[src/core/omc_pkg.sv]
// Package for the operating mode control block: offsets, codes, timing.
// Assumes a 25 MHz core clock and an 8-bit register port from the host side.
package omc_pkg;

   // ------------------------------------------------------------
   // Register map
   // ------------------------------------------------------------
   localparam logic [7:0] OFS_INIT_KEY  = 8'h0F;
   localparam logic [7:0] OFS_MODE_CTRL = 8'h10;
   localparam logic [7:0] OFS_BURST_LEN = 8'h29;

   localparam logic [7:0] KEY_WRITE     = 8'h42;
   localparam logic [7:0] KEY_STARTING  = 8'h45;
   localparam logic [7:0] KEY_READY     = 8'h40;
   localparam logic [7:0] KEY_ACCEPTED  = 8'h43;
   localparam logic [7:0] MODE_RESET    = 8'h00;
   localparam logic [7:0] BURST_FOREVER = 8'hFF;
   localparam logic [7:0] BURST_NONE    = 8'h00;

   // Mode control field positions
   localparam int SEL_LSB    = 0;
   localparam int SEL_MSB    = 2;
   localparam int X_OFF_BIT  = 4;
   localparam int Y_OFF_BIT  = 5;
   localparam int Z_OFF_BIT  = 6;
   localparam int LAUNCH_BIT = 7;

   // ------------------------------------------------------------
   // Mode select codes
   // ------------------------------------------------------------
   typedef enum logic [2:0] {
      SEL_SLEEP      = 3'h0,
      SEL_STANDBY    = 3'h1,
      SEL_WATCH      = 3'h2,
      SEL_RSV3       = 3'h3,
      SEL_RSV4       = 3'h4,
      SEL_CONTINUOUS = 3'h5,
      SEL_WATCH_SAMP = 3'h6,
      SEL_BURST      = 3'h7
   } omc_sel_t;

   // ------------------------------------------------------------
   // Timing
   // ------------------------------------------------------------
   localparam int CLK_HZ          = 25_000_000;
   localparam int STATUS_DLY_MS   = 2;
   localparam int STATUS_DLY_CYC  = (CLK_HZ / 1000) * STATUS_DLY_MS;
   localparam int HB_MAX_PERIODS  = 3;
   localparam int HB_DIV          = 16;
   localparam int STARTUP_CYC     = 64;

endpackage : omc_pkg

[src/core/omc_hb_if.sv]
// Heartbeat link between the mode core and its heartbeat divider.
// Assumes both ends share one clock.
`timescale 1ns/1ns
interface omc_hb_if;
   logic tick;
   modport src (output tick);
   modport dst (input  tick);
endinterface : omc_hb_if

[src/core/omc_heartbeat.sv]
// Heartbeat tick generator pacing mode transitions.
// Assumes a free running core clock; stops ticking when halted (sleep).
`timescale 1ns/1ns
module omc_heartbeat
   import omc_pkg::*;
#(
   parameter int DIV = HB_DIV
)(
   // Clock and reset
   input  wire logic clk,
   input  wire logic rst_n,
   // Control
   input  wire logic halt,
   // Tick out
   omc_hb_if.src     hb
);

   typedef struct packed {
      logic [15:0] cnt;
      logic        tick;
   } omc_hb_st_t;

   omc_hb_st_t st_ff;
   omc_hb_st_t nxt_st;

   always_comb
   begin
      nxt_st      = st_ff;
      nxt_st.tick = 1'b0;
      if (halt)
      begin
         nxt_st.cnt = 16'h0000;
      end
      else if (st_ff.cnt == 16'(DIV - 1))
      begin
         nxt_st.cnt  = 16'h0000;
         nxt_st.tick = 1'b1;
      end
      else
      begin
         nxt_st.cnt = st_ff.cnt + 16'h0001;
      end
   end

   always_ff @(posedge clk)
   begin
      if (!rst_n)
         st_ff <= '0;
      else
         st_ff <= nxt_st;
   end

   assign hb.tick = st_ff.tick;

endmodule : omc_heartbeat

[src/core/omc_pin_sync.sv]
// Two-stage synchroniser with edge select for the event pin.
// Assumes the pin is asynchronous to clk.
`timescale 1ns/1ns
module omc_pin_sync (
   // Clock and reset
   input  wire logic clk,
   input  wire logic rst_n,
   // Pin and control
   input  wire logic pin_n,
   input  wire logic rising,
   // Result
   output logic      edge_seen
);

   typedef struct packed {
      logic s1;
      logic s2;
      logic s3;
   } omc_sync_st_t;

   omc_sync_st_t st_ff;
   omc_sync_st_t nxt_st;

   always_comb
   begin
      nxt_st    = st_ff;
      nxt_st.s1 = pin_n;
      nxt_st.s2 = st_ff.s1;
      nxt_st.s3 = st_ff.s2;
   end

   always_ff @(posedge clk)
   begin
      // Idle pin is high
      if (!rst_n)
         st_ff <= 3'b111;
      else
         st_ff <= nxt_st;
   end

   // Edge looks only at the second and third stages
   assign edge_seen = rising ? (st_ff.s2 & ~st_ff.s3)
                             : (~st_ff.s2 & st_ff.s3);

endmodule : omc_pin_sync

[src/core/omc_core.sv]
// Operating mode control: key register, mode control, burst sequencing.
// Assumes a byte-wide register port from the serial interface logic and a
// one-cycle sample strobe and activity flag from the sampling pipeline.
`timescale 1ns/1ns
module omc_core
   import omc_pkg::*;
#(
   parameter int STATUS_DLY = STATUS_DLY_CYC,
   parameter int STARTUP    = STARTUP_CYC
)(
   // Clock and reset
   input  wire logic       clk,
   input  wire logic       rst_n,
   // Register port
   input  wire logic       reg_wr,
   input  wire logic       reg_rd,
   input  wire logic [7:0] reg_addr,
   input  wire logic [7:0] reg_wdata,
   output logic      [7:0] reg_rdata,
   // Neighbouring configuration
   input  wire logic [7:0] burst_length,
   input  wire logic       pin_launch_enable,
   input  wire logic       pin_launch_edge,
   // Sampling pipeline
   input  wire logic       sample_done,
   input  wire logic       activity,
   input  wire logic       event_pin_n,
   // Mode outputs
   output logic      [2:0] mode_status,
   output logic            clocks_run,
   output logic            sampling_on,
   output logic            watch_on,
   output logic            fifo_on,
   output logic            x_channel_on,
   output logic            y_channel_on,
   output logic            z_channel_on,
   output logic            keyed
);

   // ------------------------------------------------------------
   // State
   // ------------------------------------------------------------
   typedef enum logic [2:0] {
      KS_START = 3'b001,
      KS_READY = 3'b010,
      KS_KEYED = 3'b100
   } omc_key_t;

   typedef struct packed {
      omc_key_t    key;
      logic [15:0] boot_cnt;
      logic [2:0]  select_field;
      logic        x_channel_off;
      logic        y_channel_off;
      logic        z_channel_off;
      logic [2:0]  active_mode;
      logic [1:0]  hb_cnt;
      logic        pending;
      logic [2:0]  shown_mode;
      logic [31:0] show_cnt;
      logic        show_busy;
      logic        bursting;
      logic [7:0]  burst_left;
      logic        burst_forever;
      logic        armed;
      logic [7:0]  rdata;
   } omc_st_t;

   omc_st_t st_ff;
   omc_st_t nxt_st;

   logic    hb_tick;
   logic    pin_edge;
   logic    mode_wr;
   logic    launch;

   omc_hb_if hb_link ();

   // Heartbeat stops in sleep unless a mode change is pending
   omc_heartbeat #(.DIV(HB_DIV)) u_hb (
      .clk   (clk),
      .rst_n (rst_n),
      .halt  (st_ff.active_mode == SEL_SLEEP && !st_ff.pending),
      .hb    (hb_link)
   );
   assign hb_tick = hb_link.tick;

   omc_pin_sync u_pin (
      .clk       (clk),
      .rst_n     (rst_n),
      .pin_n     (event_pin_n),
      .rising    (pin_launch_edge),
      .edge_seen (pin_edge)
   );

   function automatic logic is_sampling(input logic [2:0] m);
      return m == SEL_CONTINUOUS || m == SEL_WATCH_SAMP || m == SEL_BURST;
   endfunction : is_sampling

   assign mode_wr = reg_wr && reg_addr == OFS_MODE_CTRL;
   // Launch honoured only from standby; pin launches also wait until the
   // pending switch to standby has landed
   assign launch  = st_ff.active_mode == SEL_STANDBY
                    && ((mode_wr && reg_wdata[LAUNCH_BIT])
                        || (pin_launch_enable && st_ff.armed
                            && pin_edge && !st_ff.pending));

   // ------------------------------------------------------------
   // Next state
   // ------------------------------------------------------------
   always_comb
   begin
      nxt_st = st_ff;

      // Key register status
      unique case (st_ff.key)
         KS_START:
         begin
            if (st_ff.boot_cnt == 16'(STARTUP - 1))
               nxt_st.key = KS_READY;
            else
               nxt_st.boot_cnt = st_ff.boot_cnt + 16'h0001;
         end
         KS_READY:
         begin
            if (reg_wr && reg_addr == OFS_INIT_KEY && reg_wdata == KEY_WRITE)
               nxt_st.key = KS_KEYED;
         end
         KS_KEYED:
         begin
            nxt_st.key = KS_KEYED;
         end
      endcase

      // Host writes to mode control
      if (mode_wr)
      begin
         nxt_st.x_channel_off = reg_wdata[X_OFF_BIT];
         nxt_st.y_channel_off = reg_wdata[Y_OFF_BIT];
         nxt_st.z_channel_off = reg_wdata[Z_OFF_BIT];
         if (!reg_wdata[LAUNCH_BIT])
         begin
            nxt_st.select_field = reg_wdata[SEL_MSB:SEL_LSB];
            nxt_st.pending      = 1'b1;
            nxt_st.hb_cnt       = 2'h0;
            // Pin-launched burst waits in standby until the edge
            nxt_st.armed = reg_wdata[SEL_MSB:SEL_LSB] == SEL_BURST
                           && pin_launch_enable;
         end
      end

      // Apply on a heartbeat, bounded by HB_MAX_PERIODS
      if (st_ff.pending && hb_tick)
      begin
         if (st_ff.hb_cnt == 2'(HB_MAX_PERIODS - 1)
             || st_ff.select_field != st_ff.active_mode)
         begin
            nxt_st.pending     = 1'b0;
            nxt_st.active_mode = st_ff.armed ? 3'(SEL_STANDBY)
                                             : st_ff.select_field;
            nxt_st.show_busy   = 1'b1;
            nxt_st.show_cnt    = 32'h0;
            nxt_st.bursting    = st_ff.select_field == SEL_BURST
                                 && !st_ff.armed;
            nxt_st.burst_left    = burst_length;
            nxt_st.burst_forever = burst_length == BURST_FOREVER;
         end
         else
            nxt_st.hb_cnt = st_ff.hb_cnt + 2'h1;
      end

      // Launch a burst from standby
      if (launch)
      begin
         nxt_st.select_field  = SEL_BURST;
         nxt_st.active_mode   = SEL_BURST;
         nxt_st.bursting      = 1'b1;
         nxt_st.armed         = 1'b0;
         nxt_st.pending       = 1'b0;
         nxt_st.burst_left    = burst_length;
         nxt_st.burst_forever = burst_length == BURST_FOREVER;
         nxt_st.show_busy     = 1'b1;
         nxt_st.show_cnt      = 32'h0;
      end
      else if (st_ff.bursting && sample_done && !st_ff.burst_forever)
      begin
         if (st_ff.burst_left <= 8'h01)
         begin
            nxt_st.bursting     = 1'b0;
            nxt_st.active_mode  = SEL_STANDBY;
            nxt_st.select_field = SEL_STANDBY;
            nxt_st.show_busy    = 1'b1;
            nxt_st.show_cnt     = 32'h0;
         end
         else
            nxt_st.burst_left = st_ff.burst_left - 8'h01;
      end

      // Activity wakes watch mode into continuous sampling
      if (!mode_wr && !st_ff.pending && activity
          && st_ff.active_mode == SEL_WATCH)
      begin
         nxt_st.active_mode  = SEL_CONTINUOUS;
         nxt_st.select_field = SEL_CONTINUOUS;
         nxt_st.show_busy    = 1'b1;
         nxt_st.show_cnt     = 32'h0;
      end

      // Status follows the active mode after the settle delay; a restart
      // in this cycle wins over the count running out
      if (st_ff.show_busy && nxt_st.show_cnt == st_ff.show_cnt)
      begin
         if (st_ff.show_cnt == 32'(STATUS_DLY - 1))
         begin
            nxt_st.show_busy  = 1'b0;
            nxt_st.shown_mode = st_ff.active_mode;
         end
         else
            nxt_st.show_cnt = st_ff.show_cnt + 32'h1;
      end

      // Read data: key register reads status, not the value written
      nxt_st.rdata = 8'h00;
      if (reg_rd && reg_addr == OFS_INIT_KEY)
      begin
         unique case (st_ff.key)
            KS_START: nxt_st.rdata = KEY_STARTING;
            KS_READY: nxt_st.rdata = KEY_READY;
            KS_KEYED: nxt_st.rdata = KEY_ACCEPTED;
         endcase
      end
   end

   always_ff @(posedge clk)
   begin
      if (!rst_n)
      begin
         st_ff            <= '0;
         st_ff.key        <= KS_START;
         st_ff.burst_left <= BURST_NONE;
      end
      else
         st_ff <= nxt_st;
   end

   // ------------------------------------------------------------
   // Outputs
   // ------------------------------------------------------------
   assign reg_rdata    = st_ff.rdata;
   assign mode_status  = st_ff.shown_mode;
   assign keyed        = st_ff.key == KS_KEYED;
   assign clocks_run   = st_ff.active_mode != SEL_SLEEP;
   assign sampling_on  = is_sampling(st_ff.active_mode)
                         && (st_ff.active_mode != SEL_BURST
                             || st_ff.bursting);
   assign watch_on     = st_ff.active_mode == SEL_WATCH
                         || st_ff.active_mode == SEL_WATCH_SAMP;
   assign fifo_on      = st_ff.active_mode != SEL_WATCH && sampling_on;
   assign x_channel_on = sampling_on && !st_ff.x_channel_off;
   assign y_channel_on = sampling_on && !st_ff.y_channel_off;
   assign z_channel_on = sampling_on && !st_ff.z_channel_off;

   // Worst case: three heartbeats plus the cycle that applies the change
   localparam int HB_WAIT = HB_MAX_PERIODS * HB_DIV + 1;
endmodule : omc_core

[config.mk]
export PLATFORM = sky130hd
export DESIGN_NAME = omc_core
export DESIGN_NICKNAME = d
export VERILOG_FILES = /design/src/core/omc_pkg.sv /design/src/core/omc_hb_if.sv /design/src/core/omc_heartbeat.sv /design/src/core/omc_pin_sync.sv /design/src/core/omc_core.sv
export SDC_FILE = /design/constraint.sdc
export NUM_CORES = 1
export LEC_CHECK = 0
export ABC_AREA = 1
export BUFFER_PORTS_ARGS = -buffer_cell sky130_fd_sc_hd__buf_4
export CORE_MARGIN = 5
export CORE_UTILIZATION = 54
export DETAILED_ROUTE_END_ITERATION = 6
export PLACE_DENSITY_LB_ADDON = 0.08
export SYNTH_ARGS = -nofsm -noshare
export SYNTH_HDL_FRONTEND = slang
export SYNTH_SLANG_ARGS = --single-unit
[constraint.sdc]
create_clock -name clk -period 2.8 [get_ports clk]
set_clock_uncertainty 0.15 [all_clocks]
set_input_delay 0.14 -clock clk [delete_from_list [all_inputs] [get_ports clk]]
set_output_delay 0.14 -clock clk [all_outputs]
set_load 0.01 [all_outputs]
# ---- Yosys cells after proc, flatten, opt, wreduce, memory -nomap -nowiden
# Cells that the tools add are included.
dict set report totals {
  output_inout_bits 19
  register_bits 106
  input_bits 33
  elab_cells 148
}
dict set report op_classes {
  order_cmp 1
  bitwise 7
  reduce_logical 51
  mux 36
  eq_ne 24
  n_addsub 5
}
# op n
set ops {}
lappend ops {{43-bit two-way mux} 2}
lappend ops {{42-bit two-way mux} 2}
lappend ops {{33-bit two-way mux} 2}
lappend ops {{3-bit two-way mux} 15}
lappend ops {{34-bit two-way mux} 1}
lappend ops {{16-bit by 1-bit adder with 16-bit output, second input constant} 2}
lappend ops {{32-bit by 1-bit adder with 32-bit output, second input constant} 1}
lappend ops {{32-bit by 16-bit equality test with 1-bit output, second input constant} 1}
lappend ops {{32-bit equality test} 1}
lappend ops {{32-bit two-way mux} 1}
lappend ops {{1-bit logical AND} 24}
lappend ops {{8-bit case mux with 3 select lines} 1}
lappend ops {{3-bit equality test, second input constant} 6}
lappend ops {{16-bit by 4-bit equality test with 1-bit output, second input constant} 1}
lappend ops {{16-bit by 6-bit equality test with 1-bit output, second input constant} 1}
lappend ops {{6-bit two-way mux} 2}
lappend ops {{2-bit AND reduction} 6}
lappend ops {{3-bit case mux with 3 select lines} 1}
lappend ops {{8-bit by 4-bit equality test with 1-bit output, second input constant} 1}
lappend ops {{8-bit by 5-bit equality test with 1-bit output, second input constant} 1}
lappend ops {{8-bit by 7-bit equality test with 1-bit output, second input constant} 1}
lappend ops {{8-bit equality test, second input constant} 1}
lappend ops {{8-bit by 1-bit <= comparator with 1-bit output, second input constant} 1}
lappend ops {{8-bit two-way mux} 1}
lappend ops {{other kinds (20)} 48}

# ---- Depth between registers and ports, before layout
# Gate-level depths: netlist of run 1.
dict set report logic_depth {
  ltp_word 12
  depth_mapped 14
  depth_no_buf 13
}

# ---- Cells and area by module
# From an unflattened synthesis of run 1, not the netlist that was laid out.
dict set report unflattened {
  cells_unflattened 988
  area_unflattened_um2 6291.0
}
# module cells_each area_each_um2 n_inst seq_area_each_um2
set by_module_without_submodules {}
lappend by_module_without_submodules {omc_core 842 5315.1 1 1641.6}
lappend by_module_without_submodules {omc_heartbeat 132 872.1 1 340.3}
lappend by_module_without_submodules {omc_pin_sync 14 103.8 1 60.1}

# ---- Worst setup path before layout of run 1
# Ideal clock, no wire load.
dict set report synth_timing {
  path_kind {flip-flop to flip-flop}
  start {reg st_ff[10] (netlist name)}
  end {reg st_ff[37] (netlist name)}
  period_less_slack_ns 1.849
  path_stages_with_launch 14
  n_path_buf 2
  t_arrival_ns 1.559
  setup_time_ns 0.140
  slack_ns 0.951
  t_required_ns 2.510
  path_cell_list {dfxtp_1 inv_1 ha_1 nor2_1 nor2_1 nand2_1 nor2_2 nor2_4 nand3_2 nand2_2 buf_12 buf_12 nand3_2 a21oi_2}
}
dict set report synth_between {
  elab_chain_len 8
  word_cells_on_any_way 9
  cone_classes {order compare: 1; eq/ne: 1; mux: 6; reduce/logical: 1}
}
# element line
set synth_lines {}
lappend synth_lines {{start, declared} omc_core.sv:69} ;# omc_st_t st_ff;
lappend synth_lines {{start signal, assigned} omc_core.sv:243} ;# st_ff <= nxt_st;
lappend synth_lines {{8-bit by 1-bit <= comparator with 1-bit output *} omc_core.sv:187} ;# if (st_ff.burst_left <= 8'h01)
lappend synth_lines {{34-bit two-way mux *} omc_core.sv:187}
lappend synth_lines {{42-bit two-way mux *} omc_core.sv:185} ;# else if (st_ff.bursting && sample_done && !st_ff.burst_forever)
lappend synth_lines {{42-bit two-way mux *} omc_core.sv:173} ;# if (launch)
lappend synth_lines {{33-bit two-way mux *} omc_core.sv:200} ;# if (!mode_wr && !st_ff.pending && activity
lappend synth_lines {{32-bit equality test} omc_core.sv:211} ;# if (st_ff.show_busy && nxt_st.show_cnt == st_ff.show_cnt)
lappend synth_lines {{1-bit logical AND} omc_core.sv:211}
lappend synth_lines {{33-bit two-way mux *} omc_core.sv:211}
# Every way passes the cells marked *; elsewhere a longest branch is shown, timed or not.
# A chain may end at the register's enable or synchronous reset.

# ---- Worst setup path after layout of run 1
dict set report layout_timing {
  start {reg st_ff[10] (netlist name)}
  end {reg st_ff[33] (netlist name)}
}
# Same word-level chain as after synthesis.

==> results of run 1 <==
-- cells in the mapped netlist (4+ instances only) --
master / number
sky130_fd_sc_hd__nand3_1: 76
sky130_fd_sc_hd__inv_2: 6
sky130_fd_sc_hd__xor2_1: 32
sky130_fd_sc_hd__xnor2_1: 4
sky130_fd_sc_hd__ha_1: 6
sky130_fd_sc_hd__a21oi_2: 17
sky130_fd_sc_hd__nand3_2: 23
sky130_fd_sc_hd__or2_2: 6
sky130_fd_sc_hd__nand4_1: 41
sky130_fd_sc_hd__nand2_1: 202
sky130_fd_sc_hd__inv_1: 131
sky130_fd_sc_hd__nor4_1: 9
sky130_fd_sc_hd__nor3_1: 29
sky130_fd_sc_hd__nor2_2: 6
sky130_fd_sc_hd__a21oi_1: 50
sky130_fd_sc_hd__o21ai_0: 38
sky130_fd_sc_hd__buf_4: 11
sky130_fd_sc_hd__buf_2: 10
sky130_fd_sc_hd__dfxtp_1: 102
sky130_fd_sc_hd__nor2_1: 124
sky130_fd_sc_hd__clkbuf_1: 12
-- through the flow --
step | hold slack, ns | cell area (um^2) | cells
floorplan | 0.09658 | 6384 | 972
finish | 0.02571 | 7228 | 1170
detailed placement | 0.1927 | 6758 | 1136
global placement | 0.1936 | 6758 | 1136
global route | 0.03410 | 7228 | 1170
CTS | 0.004504 | 7228 | 1170
-- how the worst max path moves through the flow --
stage | from | to | slack (ns) | cells after the start
4_1_cts | st_ff[10]$_SDFF_PN0_ | st_ff[33]$_SDFF_PN0_ | 0.49 | 13
5_1_grt | st_ff[10]$_SDFF_PN0_ | mode_status[2]$_SDFFE_PN0P_ | 0.30 | 14
3_5_place_dp | st_ff[10]$_SDFF_PN0_ | st_ff[33]$_SDFF_PN0_ | 0.50 | 13
6_report | st_ff[10]$_SDFF_PN0_ | st_ff[33]$_SDFF_PN0_ | 0.49 | 13
3_3_place_gp | st_ff[10]$_SDFF_PN0_ | st_ff[38]$_SDFF_PN0_ | 0.55 | 13
2_1_floorplan | st_ff[10]$_SDFF_PN0_ | st_ff[37]$_SDFF_PN0_ | 0.95 | 13
-- power groups by stage --
stage               clock (mW)  sequential, mW  combinational (mW)
CTS                       1.30            1.46               0.118
global route              1.35            1.46               0.133
floorplan                    0            1.49              0.0485
finish                    1.26            1.46               0.120
global placement             0            1.49              0.0985
detailed placement           0            1.49              0.0987
-- cells in the final DEF, fill, tap and decap left out, drive strengths merged, types with 4 or more instances in the layout --
cell	synthesis	routed
conb	1	4
xnor2	4	4
nor3	30	30
xor2	32	32
dlygate4sd3	0	18
clkbuf	12	11
nor2	132	132
o21ai	38	38
a21oi	67	67
clkinv	2	4
buf	25	58
nand2	206	206
nand3	100	100
inv	137	139
or2	6	6
dfxtp	102	102
nor4	9	9
ha	6	6
nand4	41	41
-- logic make-up (layout without fill, tap and decap cells) --
group,count (synthesis),count (layout),synth area share [%]
other cells,1,4,0.05885
buf+inv,176,231,11.98
flops,102,102,32.04
xor+xnor,36,36,4.948
simple gates,528,528,38.90
compound gates,120,120,10.90
fa+ha+maj,6,6,1.178
-- sequential cells by signal, summed over array words and instances (netlist names) --
name          count
st_ff            75
u_pin.nxt_st      2
u_hb.st_ff       16
mode_status       3
u_hb.hb.tick      1
reg_rdata         4
u_pin.st_ff       1
-- layer usage --
layer / vias to the layer above / wire [um] / GRT usage [%]
li1: 3236 / - / -
met1: 2716 / 7368 / 30.17
met2: 160 / 7178 / 37.26
met3: 35 / 912 / 5.253
met4: 0 / 444 / 9.124
met5: - / 0 / 0
-- worst max-delay path, cell delays in order (launching register included) --
cell and delay [ns]:
sky130_fd_sc_hd__dfxtp_1 0.34, sky130_fd_sc_hd__inv_1 0.08, sky130_fd_sc_hd__ha_1 0.23, sky130_fd_sc_hd__nor2_1 0.09
sky130_fd_sc_hd__nor2_1 0.06, sky130_fd_sc_hd__nand2_1 0.07, sky130_fd_sc_hd__nor2_2 0.06, sky130_fd_sc_hd__nor2_4 0.30
sky130_fd_sc_hd__nand3_2 0.14, sky130_fd_sc_hd__nand2_2 0.12, sky130_fd_sc_hd__buf_4 0.30, sky130_fd_sc_hd__nand2_4 0.12
sky130_fd_sc_hd__nand2_1 0.10, sky130_fd_sc_hd__a21oi_2 0.05
-- area by class of cell --
| type | count | share of cell area, % |
|---|---|---|
| inverter | 139 | 7.218 |
| clock inverter | 5 | 0.7963 |
| timing repair buffer | 76 | 8.517 |
| clock buffer | 11 | 3.220 |
| multi-input combinational | 694 | 49.51 |
| sequential | 102 | 28.27 |
| tap | 143 | 2.475 |
==> impl_metrics.prom, run 1 <==
# TYPE chip_impl_metric gauge
chip_impl_metric{name="grt_start_max_net_pins",unit=""} 40
chip_impl_metric{name="peakVddDrop",unit="uV"} 334.4
chip_impl_metric{name="die_width",unit="um"} 118.6
chip_impl_metric{name="timing.critical_path.arrival",unit="ns"} 2.41
chip_impl_metric{name="syn2layout_area_growth",unit="%"} 13.43
chip_impl_metric{name="design.final.nets",unit=""} 1061
chip_impl_info{name="outcome",value="finished clean"} 1
chip_impl_metric{name="final_hold_viol_count",unit=""} 0
chip_impl_metric{name="utilization",unit="%"} 62.77
chip_impl_metric{name="synth.yosys.warnings",unit=""} 0
chip_impl_metric{name="area_of_the_mapped_netlist",unit="um^2"} 6372
chip_impl_info{name="library_cell_used_as_clock_root_buffer",value="sky130_fd_sc_hd__clkbuf_16"} 1
chip_impl_metric{name="initial_core_util",unit="%"} 55.33
chip_impl_metric{name="switching_power",unit="uW"} 628.8
chip_impl_info{name="timing.critical_path.from_type",value="flip-flop"} 1
chip_impl_metric{name="drv_slew",unit=""} 0
chip_impl_info{name="criticalPathCategory",value="flip-flop to flip-flop"} 1
chip_impl_info{name="worstReg2RegEnd",value="st_ff[33]$_SDFF_PN0_"} 1
chip_impl_metric{name="clkTransAtPathRegs",unit="ns"} 0.07
chip_impl_metric{name="cts_max_path_buffers",unit=""} 2
chip_impl_metric{name="first_global_vias",unit=""} 5721
chip_impl_metric{name="period_needed",unit="ns"} 2.313
chip_impl_info{name="hold_path.startpoint",value="rst_n"} 1
chip_impl_metric{name="multi_input_area",unit="um^2"} 3578
chip_impl_metric{name="synthDominantCellAreaShare",unit="%"} 32.04
chip_impl_metric{name="ys_seq_elements",unit=""} 102
chip_impl_metric{name="post_place_worst_slack",unit="ns"} 0.5048
chip_impl_metric{name="mean_syn_cell_area",unit="um^2"} 6.576
chip_impl_metric{name="cp_data_required_time",unit="ns"} 2.90
chip_impl_metric{name="post_cts_resize_count",unit=""} 0
chip_impl_metric{name="finalSetupViolations",unit=""} 0
chip_impl_metric{name="sw_frac_of_total",unit="%"} 22.13
chip_impl_metric{name="fin_crit_sh",unit="%"} 82.61
chip_impl_metric{name="number_of_nets_still_failing_antenna_checks_after_routing",unit=""} 0
chip_impl_metric{name="die-height",unit="um"} 118.6
chip_impl_metric{name="floorplan.core_area",unit="um^2"} 11520
chip_impl_metric{name="layout_setup_ws",unit="ns"} 0.4868
chip_impl_metric{name="timing_worst_slew_pin_value",unit="ns"} 0.5921
chip_impl_metric{name="route.detailed.wl_per_inst",unit="um"} 13.59
chip_impl_metric{name="syn_inst",unit=""} 969
chip_impl_metric{name="grt.total_usage",unit="%"} 23.14
chip_impl_info{name="worst_setup_path_end_kind",value="flip-flop"} 1
chip_impl_info{name="leading_register_cell_type_out_of_synthesis",value="sky130_fd_sc_hd__dfxtp_1"} 1
chip_impl_info{name="setup_repair_after_global_routing_missed_its_margin",value="no"} 1
chip_impl_metric{name="number_of_iterations_in_the_first_detailed_routing_pass",unit=""} 5
chip_impl_metric{name="timing.fmax",unit="MHz"} 432.3
chip_impl_metric{name="layout.filler_cells",unit=""} 1089
chip_impl_metric{name="globalRouteOverflowTotal",unit=""} 0
chip_impl_metric{name="reg2reg_setup_slack",unit="ns"} 0.49
chip_impl_info{name="synth_top_area_cell",value="sky130_fd_sc_hd__dfxtp_1"} 1
chip_impl_metric{name="number_of_antenna_violations_at_the_first_check_in_global_routing",unit=""} 0
chip_impl_metric{name="power.internal",unit="mW"} 2.212
chip_impl_metric{name="hold-path-cell-count",unit=""} 3
chip_impl_metric{name="part_of_the_power_in_combinational_logic",unit="%"} 4.2
chip_impl_metric{name="ioPinCount",unit=""} 52
chip_impl_metric{name="synth_enable_flop_cells",unit=""} 0
chip_impl_metric{name="via_count",unit=""} 6147
chip_impl_metric{name="number_of_antenna_cells_inserted",unit=""} 0
chip_impl_metric{name="synth_async_sr_flop_share",unit="%"} 0
chip_impl_metric{name="setup_tns",unit="ns"} 0
chip_impl_metric{name="routed_wl",unit="mm"} 15.90
chip_impl_metric{name="timing.max_cap.violations",unit=""} 0
chip_impl_metric{name="leakage",unit="nW"} 2.853
chip_impl_metric{name="timing.max_slew.rel_slack",unit="%"} 60.19
chip_impl_info{name="tritoncts_clock_tree",value="built"} 1
chip_impl_metric{name="cts_hold_repair.buffers",unit=""} 18
chip_impl_metric{name="ctsHtreeMaxLevel",unit=""} 3
chip_impl_metric{name="cp_max_fo",unit=""} 20
chip_impl_metric{name="p_seq_share",unit="%"} 51.4
chip_impl_metric{name="clk-insertion-delay-late",unit="ns"} 0.36
chip_impl_metric{name="detail_route.iter0.violations",unit=""} 421
chip_impl_metric{name="port_buffers",unit=""} 47
chip_impl_metric{name="dieArea",unit="um^2"} 14070
chip_impl_metric{name="ff_latch_area",unit="um^2"} 2043
chip_impl_metric{name="p_clk_share",unit="%"} 44.4
chip_impl_metric{name="drcViolationCount",unit=""} 0
chip_impl_metric{name="core.rowCount",unit=""} 39
chip_impl_metric{name="clock_sink_count",unit=""} 102
chip_impl_metric{name="post_drt_via_cell_ratio",unit=""} 5.254
chip_impl_metric{name="power.density_cell_area",unit="nW/um^2"} 393.1
chip_impl_metric{name="cts_setup_buffers",unit=""} 0
chip_impl_metric{name="tritoncts.num_buffers",unit=""} 9
chip_impl_metric{name="synth.distinct_cells",unit=""} 40
chip_impl_info{name="rr_startpoint",value="st_ff[10]$_SDFF_PN0_"} 1
chip_impl_metric{name="report.power.total",unit="mW"} 2.841
chip_impl_metric{name="dpl.hpwl",unit="mm"} 11.53
chip_impl_metric{name="worstRegToRegCells",unit=""} 13
chip_impl_metric{name="post_route_cells_drive_above_1_share",unit="%"} 13.53
chip_impl_metric{name="yosysSeqAreaShare",unit="%"} 32.04
chip_impl_info{name="worstHoldEndpoint",value="u_hb.hb.tick$_SDFF_PP0_"} 1
chip_impl_info{name="yosys-top-cells-area",value="sky130_fd_sc_hd__dfxtp_1 32%, sky130_fd_sc_hd__nand2_1 12%, sky130_fd_sc_hd__inv_1 7.7%, sky130_fd_sc_hd__nor2_1 7.3%, sky130_fd_sc_hd__nand3_1 6.0%"} 1
chip_impl_metric{name="place.gp.congestion",unit=""} 0.9093
chip_impl_info{name="holdCritPathClass",value="primary input to flip-flop"} 1
chip_impl_metric{name="wire_length_of_the_first_global_routing_pass",unit="mm"} 27.28
No activity file was read; power rests on OpenSTA's default activity.
==> run 2: changes to the inputs <==
- ABC_AREA: 1 -> 0
- CORE_UTILIZATION: 54 -> 53
- clock period: 2.8 -> 1.9 ns (I/O delays scaled with it)
==> impl_metrics.prom, run 2 <==
# TYPE chip_impl_metric gauge
chip_impl_info{name="timing.critical_path.from_type",value="flip-flop"} 1
chip_impl_metric{name="area_of_the_mapped_netlist",unit="um^2"} 5251
chip_impl_metric{name="setup_tns",unit="ns"} -21.12
chip_impl_metric{name="synth_async_sr_flop_share",unit="%"} 0
chip_impl_metric{name="worst-path-buf-inv",unit=""} 1
chip_impl_metric{name="die_width",unit="um"} 109.5
chip_impl_metric{name="peakVddDrop",unit="uV"} 420.3
chip_impl_info{name="setup_repair_after_global_routing_missed_its_margin",value="yes"} 1
chip_impl_metric{name="routed_wl",unit="mm"} 17.02
chip_impl_metric{name="floorplan.core_area",unit="um^2"} 9729
chip_impl_metric{name="report.power.total",unit="mW"} 3.937
chip_impl_metric{name="met2_wirelength",unit="mm"} 8.434
chip_impl_metric{name="design.final.nets",unit=""} 874
chip_impl_info{name="tritoncts_clock_tree",value="built"} 1
chip_impl_metric{name="yosysSeqAreaShare",unit="%"} 38.88
chip_impl_info{name="crit_chain",value="buf_4 -> nor3_1 -> nand3_1 -> or3_1 -> o41a_1 -> or4_1 -> a21oi_1"} 1
chip_impl_info{name="synth_most_common_cell",value="sky130_fd_sc_hd__dfxtp_1"} 1
chip_impl_metric{name="dieArea",unit="um^2"} 12000
chip_impl_metric{name="maximum_cell_stage_delay_along_the_critical_path",unit="ns"} 0.44
chip_impl_metric{name="clock_sink_count",unit=""} 102
chip_impl_metric{name="wire_length_of_the_first_global_routing_pass",unit="mm"} 25.57
chip_impl_metric{name="layout_setup_ws",unit="ns"} -0.5909
chip_impl_metric{name="final-instance-count-excl-fill",unit=""} 973
chip_impl_metric{name="number_of_antenna_cells_inserted",unit=""} 0
chip_impl_metric{name="mean_syn_cell_area",unit="um^2"} 8.296
chip_impl_info{name="largest_register_by_flop_count",value="st_ff"} 1
chip_impl_metric{name="leakage",unit="nW"} 3.128
chip_impl_metric{name="hold-worst-slack",unit="ns"} 0.05866
chip_impl_metric{name="clk-insertion-delay-late",unit="ns"} 0.37
chip_impl_metric{name="largest_reg_flops",unit=""} 75
chip_impl_metric{name="numPlacedInstances",unit=""} 905
chip_impl_metric{name="syn_inst",unit=""} 633
chip_impl_metric{name="cp_data_required_time",unit="ns"} 2.06
chip_impl_metric{name="utilization",unit="%"} 81.70
chip_impl_metric{name="timing.max_slew.rel_slack",unit="%"} 65.35
chip_impl_info{name="yosys-top-cells-area",value="sky130_fd_sc_hd__dfxtp_1 39%, sky130_fd_sc_hd__nand2_1 3.9%, sky130_fd_sc_hd__a21oi_1 3.5%, sky130_fd_sc_hd__nor2_1 3.4%, sky130_fd_sc_hd__xnor2_1 3.3%"} 1
chip_impl_metric{name="layout.filler_cells",unit=""} 589
chip_impl_info{name="mostFrequentLayoutCells",value="180 x sky130_fd_sc_hd__buf_4, 82 x sky130_fd_sc_hd__dfxtp_1, 51 x sky130_fd_sc_hd__nand2_1"} 1
chip_impl_metric{name="clkTransAtPathRegs",unit="ns"} 0.11
chip_impl_metric{name="drv_slew",unit=""} 0
chip_impl_metric{name="tritoncts.num_buffers",unit=""} 9
chip_impl_info{name="netlist_top_cells_count",value="102 x sky130_fd_sc_hd__dfxtp_1, 54 x sky130_fd_sc_hd__nand2_1, 48 x sky130_fd_sc_hd__nor2_1"} 1
chip_impl_metric{name="power.density_cell_area",unit="nW/um^2"} 495.2
chip_impl_metric{name="finalSetupViolations",unit=""} 54
chip_impl_metric{name="first_global_vias",unit=""} 5455
chip_impl_metric{name="drcViolationCount",unit=""} 0
chip_impl_metric{name="ioPinCount",unit=""} 52
chip_impl_metric{name="port_buffers",unit=""} 47
chip_impl_info{name="synth_top_area_cell",value="sky130_fd_sc_hd__dfxtp_1"} 1
chip_impl_info{name="leading_register_cell_type_out_of_synthesis",value="sky130_fd_sc_hd__dfxtp_1"} 1
chip_impl_metric{name="number_of_nets_still_failing_antenna_checks_after_routing",unit=""} 0
chip_impl_metric{name="post_route_cells_drive_above_1_share",unit="%"} 40.95
chip_impl_metric{name="ys_seq_elements",unit=""} 102
chip_impl_metric{name="number_of_iterations_in_the_first_detailed_routing_pass",unit=""} 6
chip_impl_metric{name="fin_crit_sh",unit="%"} 131.1
chip_impl_metric{name="synth.distinct_cells",unit=""} 59
chip_impl_metric{name="ctsHtreeMaxLevel",unit=""} 3
chip_impl_metric{name="cp_max_fo",unit=""} 7
chip_impl_metric{name="globalRouteOverflowTotal",unit=""} 0
chip_impl_metric{name="initial_core_util",unit="%"} 53.97
chip_impl_metric{name="cts_max_path_buffers",unit=""} 2
chip_impl_metric{name="post_drt_via_cell_ratio",unit=""} 5.894
chip_impl_info{name="crit_family",value="simple AND/OR/NAND/NOR gates"} 1
chip_impl_info{name="outcome",value="complete, but fails checks"} 1
chip_impl_metric{name="period_needed",unit="ns"} 2.491
chip_impl_metric{name="die-height",unit="um"} 109.5
chip_impl_metric{name="synth_enable_flop_cells",unit=""} 0
chip_impl_metric{name="timing.fmax",unit="MHz"} 401.5
chip_impl_metric{name="post_place_worst_slack",unit="ns"} -0.5718
chip_impl_metric{name="design_area",unit="um^2"} 7949
chip_impl_metric{name="dr_wl_met3",unit="um"} 962
chip_impl_metric{name="core.rowCount",unit=""} 36
chip_impl_metric{name="synthDominantCellAreaShare",unit="%"} 38.88
chip_impl_info{name="library_cell_used_as_clock_root_buffer",value="sky130_fd_sc_hd__clkbuf_8"} 1
chip_impl_info{name="holdCritPathClass",value="primary input to flip-flop"} 1
chip_impl_metric{name="timing.critical_path.arrival",unit="ns"} 2.66
chip_impl_metric{name="dpl.hpwl",unit="mm"} 10.23
chip_impl_info{name="criticalPathCategory",value="flip-flop to flip-flop"} 1
chip_impl_metric{name="syn2layout_area_growth",unit="%"} 51.37
chip_impl_info{name="cpMaxStageDelayCell",value="sky130_fd_sc_hd__or4_1"} 1
chip_impl_info{name="failed_checks",value="setup timing"} 1
chip_impl_metric{name="final_hold_viol_count",unit=""} 0
chip_impl_metric{name="grt_start_max_net_pins",unit=""} 55
chip_impl_metric{name="timing_worst_slew_pin_value",unit="ns"} 0.5197
chip_impl_info{name="top_sig_layer",value="met4"} 1
chip_impl_metric{name="number_of_antenna_violations_at_the_first_check_in_global_routing",unit=""} 0
chip_impl_info{name="worst_setup_path_end_kind",value="flip-flop"} 1
chip_impl_metric{name="synth.yosys.warnings",unit=""} 0
chip_impl_metric{name="grt.total_usage",unit="%"} 26.63
chip_impl_metric{name="place.gp.congestion",unit=""} 0.8574
chip_impl_info{name="layout_commonest_cell",value="sky130_fd_sc_hd__buf_4"} 1
chip_impl_metric{name="route.detailed.wl_per_inst",unit="um"} 17.49
chip_impl_metric{name="detail_route.iter0.violations",unit=""} 471
chip_impl_metric{name="dpl-instance-area",unit="um^2"} 6673
chip_impl_metric{name="wirelength_met1",unit="mm"} 6.905
chip_impl_metric{name="timing.max_cap.violations",unit=""} 0
chip_impl_metric{name="via_count",unit=""} 5735
==> run 2: cell types whose count changed in the layout (fill, tap and decap cells not counted), moves of 27 or more <==
cell and delta:
sky130_fd_sc_hd__a21oi_1 -27, sky130_fd_sc_hd__inv_1 -114, sky130_fd_sc_hd__nand3_1 -56, sky130_fd_sc_hd__nor2_1 -86, sky130_fd_sc_hd__buf_4 +122, sky130_fd_sc_hd__nand2_1 -151
==> run 2: cells by family after synthesis <==
family / share of synthesized area (%)
adder cells (fa/ha/maj): 1.430
other: 0.07141
flip-flops: 38.88
buffers and inverters: 5.170
AO/OA/AOI/OAI: 16.73
multiplexers: 1.716
XOR/XNOR: 5.170
AND/OR/NAND/NOR: 30.83
==> run 2: area by class of cell <==
class	count	area [um^2]	area share [%]
Multi-Input combinational cell	478	3527	44.37
Sequential cell	102	2069	26.03
Timing Repair Buffer	224	1893	23.82
Tap cell	133	166.4	2.094
Clock buffer	9	123.9	1.558
Clock inverter	7	91.34	1.149
Inverter	20	77.57	0.9759
==> run 2: layer usage <==
layer	vias to the layer above	GRT usage, %
met4	0	9.973
met2	225	48.17
met3	77	3.582
li1	2702	-
met1	2731	31.92
met5	-	0
==> run 2: worst reg2reg max path, delay by kind of cell (launching register included) <==
kind	cells	cell delay [ns]
flip-flops	1	0.33
AO/OA/AOI/OAI	2	0.36
AND/OR/NAND/NOR	4	1.44
buffers and inverters	1	0.14
==> run 2: repair_timing <==
item	CTS	global route
hold endpoints to repair	22	0
pin swaps	37	24
hold buffers	19	0
gates cloned	4	0
resized for setup	75	76
setup endpoints to repair	54	68
buffers inserted	25	11
==> run 2: where the power goes <==
| group | switching, mW | total (mW) | internal, mW |
|---|---|---|---|
| Combinational | 0.132 | 0.293 | 0.161 |
| Clock | 0.823 | 1.46 | 0.641 |
| Sequential | 0.0215 | 2.18 | 2.16 |
==> run 2: worst paths after layout <==
kind | from | end | slack (ns) | cells past startpoint
max | st_ff[20]$_SDFF_PN0_ | st_ff[22]$_SDFF_PN0_ | -0.59 | 7
max reg2reg | st_ff[20]$_SDFF_PN0_ | st_ff[22]$_SDFF_PN0_ | -0.59 | 7
min reg2reg | u_pin.nxt_st[1]$_SDFF_PN1_ | u_pin.nxt_st[0]$_SDFF_PN1_ | 0.27 | 1
min | reg_addr[0] | reg_rdata[6]$_SDFF_PN0_ | 0.06 | 5
==> run 3: changes to the inputs <==
==> constraint.sdc (replaced) <==
create_clock -name clk -period 1.9 [get_ports clk]
set_clock_uncertainty 0.15 [all_clocks]
set_input_delay 0.19 -clock clk [delete_from_list [all_inputs] [get_ports clk]]
set_output_delay 0.19 -clock clk [all_outputs]
set_load 0.01 [all_outputs]
==> impl_metrics.prom, run 3 (synthesized netlist as in run 2, its figures left out) <==
# TYPE chip_impl_metric gauge
chip_impl_metric{name="finalSetupViolations",unit=""} 61
chip_impl_metric{name="ioPinCount",unit=""} 52
chip_impl_info{name="worst_setup_path_end_kind",value="flip-flop"} 1
chip_impl_metric{name="final_hold_viol_count",unit=""} 0
chip_impl_metric{name="clk-insertion-delay-late",unit="ns"} 0.39
chip_impl_metric{name="floorplan.core_area",unit="um^2"} 9729
chip_impl_metric{name="timing.max_cap.violations",unit=""} 0
chip_impl_metric{name="number_of_nets_still_failing_antenna_checks_after_routing",unit=""} 0
chip_impl_metric{name="leakage",unit="nW"} 3.180
chip_impl_metric{name="drv_slew",unit=""} 0
chip_impl_info{name="setup_repair_after_global_routing_missed_its_margin",value="yes"} 1
chip_impl_metric{name="clock_sink_count",unit=""} 102
chip_impl_info{name="gr-max-usage-layer",value="met2"} 1
chip_impl_metric{name="largest_reg_flops",unit=""} 75
chip_impl_metric{name="post_drt_via_cell_ratio",unit=""} 6.004
chip_impl_info{name="layout_commonest_cell",value="sky130_fd_sc_hd__buf_4"} 1
chip_impl_metric{name="timing.critical_path.arrival",unit="ns"} 2.58
chip_impl_metric{name="layout.filler_cells",unit=""} 580
chip_impl_metric{name="power.density_cell_area",unit="nW/um^2"} 482.8
chip_impl_metric{name="number_of_antenna_cells_inserted",unit=""} 0
chip_impl_metric{name="number_of_iterations_in_the_first_detailed_routing_pass",unit=""} 5
chip_impl_metric{name="post_place_worst_slack",unit="ns"} -0.6012
chip_impl_metric{name="drcViolationCount",unit=""} 0
chip_impl_metric{name="peakVddDrop",unit="uV"} 407.9
chip_impl_metric{name="routed_wl",unit="mm"} 18.05
chip_impl_metric{name="grt_start_max_net_pins",unit=""} 30
chip_impl_metric{name="timing_worst_slew_pin_value",unit="ns"} 0.5120
chip_impl_metric{name="initial_core_util",unit="%"} 53.97
chip_impl_metric{name="timing.fmax",unit="MHz"} 408.1
chip_impl_metric{name="groute.layer.met3.usage",unit="%"} 4.756
chip_impl_metric{name="die-height",unit="um"} 109.5
chip_impl_metric{name="globalRouteMet2Util",unit="%"} 44.55
chip_impl_metric{name="design_area",unit="um^2"} 8087
chip_impl_info{name="outcome",value="complete, but fails checks"} 1
chip_impl_info{name="timing.critical_path.from_type",value="flip-flop"} 1
chip_impl_metric{name="design.final.nets",unit=""} 886
chip_impl_metric{name="fin_crit_sh",unit="%"} 129.0
chip_impl_info{name="failed_checks",value="setup timing"} 1
chip_impl_metric{name="core.rowCount",unit=""} 36
chip_impl_metric{name="place.gp.congestion",unit=""} 0.9235
chip_impl_info{name="library_cell_used_as_clock_root_buffer",value="sky130_fd_sc_hd__clkbuf_8"} 1
chip_impl_metric{name="cp_data_required_time",unit="ns"} 2.03
chip_impl_info{name="mostFrequentLayoutCells",value="193 x sky130_fd_sc_hd__buf_4, 79 x sky130_fd_sc_hd__dfxtp_1, 49 x sky130_fd_sc_hd__nand2_1"} 1
chip_impl_metric{name="die_width",unit="um"} 109.5
chip_impl_metric{name="grt.total_usage",unit="%"} 25.75
chip_impl_info{name="cpMaxStageDelayCell",value="sky130_fd_sc_hd__o41a_1"} 1
chip_impl_metric{name="reg2reg_setup_slack",unit="ns"} -0.55
chip_impl_metric{name="syn2layout_area_growth",unit="%"} 53.99
chip_impl_metric{name="numPlacedInstances",unit=""} 918
chip_impl_metric{name="maximum_cell_stage_delay_along_the_critical_path",unit="ns"} 0.55
chip_impl_metric{name="first_global_vias",unit=""} 5446
chip_impl_info{name="largest_register_by_flop_count",value="st_ff"} 1
chip_impl_metric{name="number_of_antenna_violations_at_the_first_check_in_global_routing",unit=""} 0
chip_impl_metric{name="met1_usage_grt",unit="%"} 32.08
chip_impl_metric{name="period_needed",unit="ns"} 2.450
chip_impl_metric{name="globalRouteOverflowTotal",unit=""} 0
chip_impl_metric{name="route.detailed.wl_per_inst",unit="um"} 18.33
chip_impl_metric{name="report.power.total",unit="mW"} 3.904
chip_impl_info{name="criticalPathCategory",value="flip-flop to flip-flop"} 1
chip_impl_metric{name="dpl-instance-area",unit="um^2"} 6741
chip_impl_metric{name="port_buffers",unit=""} 47
chip_impl_metric{name="final-instance-count-excl-fill",unit=""} 985
chip_impl_metric{name="clkTransAtPathRegs",unit="ns"} 0.12
chip_impl_metric{name="timing.max_slew.rel_slack",unit="%"} 65.74
chip_impl_info{name="crit_chain",value="xor2_2 -> o41a_1 -> buf_4 -> buf_6 -> or2_4 -> a21oi_2 -> a41oi_2 -> o221a_2"} 1
chip_impl_metric{name="ctsHtreeMaxLevel",unit=""} 3
chip_impl_metric{name="via_count",unit=""} 5914
chip_impl_metric{name="wire_length_of_the_first_global_routing_pass",unit="mm"} 24.92
chip_impl_metric{name="detail_route.iter0.violations",unit=""} 453
chip_impl_metric{name="dieArea",unit="um^2"} 12000
chip_impl_metric{name="dpl.hpwl",unit="mm"} 10.41
chip_impl_metric{name="layout_setup_ws",unit="ns"} -0.5501
chip_impl_info{name="tritoncts_clock_tree",value="built"} 1
chip_impl_metric{name="cp_max_fo",unit=""} 7
chip_impl_info{name="holdCritPathClass",value="primary input to flip-flop"} 1
chip_impl_metric{name="tritoncts.num_buffers",unit=""} 9
chip_impl_metric{name="utilization",unit="%"} 83.11
chip_impl_metric{name="cts_max_path_buffers",unit=""} 2
chip_impl_metric{name="post_route_cells_drive_above_1_share",unit="%"} 44.95
[run 3: cell types whose count changed in the layout (fill, tap and decap cells not counted), moves of 5 or more]
| cell | change |
|---|---|
| sky130_fd_sc_hd__o21ai_0 | -5 |
| sky130_fd_sc_hd__a21oi_2 | +5 |
| sky130_fd_sc_hd__a21oi_1 | -5 |
| sky130_fd_sc_hd__dlygate4sd3_1 | -5 |
| sky130_fd_sc_hd__buf_4 | +13 |
| sky130_fd_sc_hd__o21ai_1 | +5 |
[run 3: final cells by class]
cell class	count	area, um^2	share of cell area (%)
Multi-Input combinational cell	478	3585	44.33
Clock buffer	10	137.6	1.702
Sequential cell	102	2076	25.67
Inverter	20	75.07	0.9284
Tap cell	133	166.4	2.058
Timing Repair Buffer	236	1984	24.54
Clock inverter	6	62.56	0.7736
[run 3: worst paths after layout]
path / startpoint / to / cells past startpoint
setup / recovery: st_ff[64]$_SDFF_PN0_ / st_ff[14]$_SDFF_PN0_ / 8
hold / removal: reg_wdata[3] / st_ff[84]$_SDFFE_PN0P_ / 5
setup reg to reg: st_ff[64]$_SDFF_PN0_ / st_ff[14]$_SDFF_PN0_ / 8
hold reg to reg: u_pin.nxt_st[1]$_SDFF_PN1_ / u_pin.nxt_st[0]$_SDFF_PN1_ / 1
[run 3: timing repair]
| item | 4_1_cts | 5_1_grt |
|---|---|---|
| pin swaps | 40 | 44 |
| buffers inserted | 21 | 21 |
| setup endpoints to repair | 52 | 74 |
| hold buffers | 14 | 0 |
| endpoints found under the hold margin | 17 | 0 |
| cloned | 2 | 1 |
| resized for setup | 88 | 95 |
[run 3: critical path: cells and delay by family (launching register included)]
family | cells | cell delay (ns)
AO/OA/AOI/OAI | 4 | 1.03
XOR/XNOR | 1 | 0.19
buffers and inverters | 2 | 0.32
flip-flops | 1 | 0.36
AND/OR/NAND/NOR | 1 | 0.31
[run 3: power breakdown]
group	switching (mW)	internal (mW)
combinational	0.134	0.158
sequential	0.0200	2.16
clock	0.882	0.551
total	1.04	2.87
[run 3: routing by layer]
layer | vias up | wire length [um] | share of wire (%)
li1 | 2733 | - | -
met1 | 2867 | 7232 | 40
met2 | 237 | 9098 | 50
met3 | 77 | 922 | 5.1
met4 | 0 | 798 | 4.4
met5 | - | 0 | 0
[run 3: stage by stage]
step,TNS (ns),hold slack [ns]
2_1_floorplan,-12.99,0.1415
3_3_place_gp,-27.05,0.2478
3_5_place_dp,-28.34,0.2409
4_1_cts,-15.72,0.04294
5_1_grt,-24.76,0.06050
6_report,-21.56,0.06942
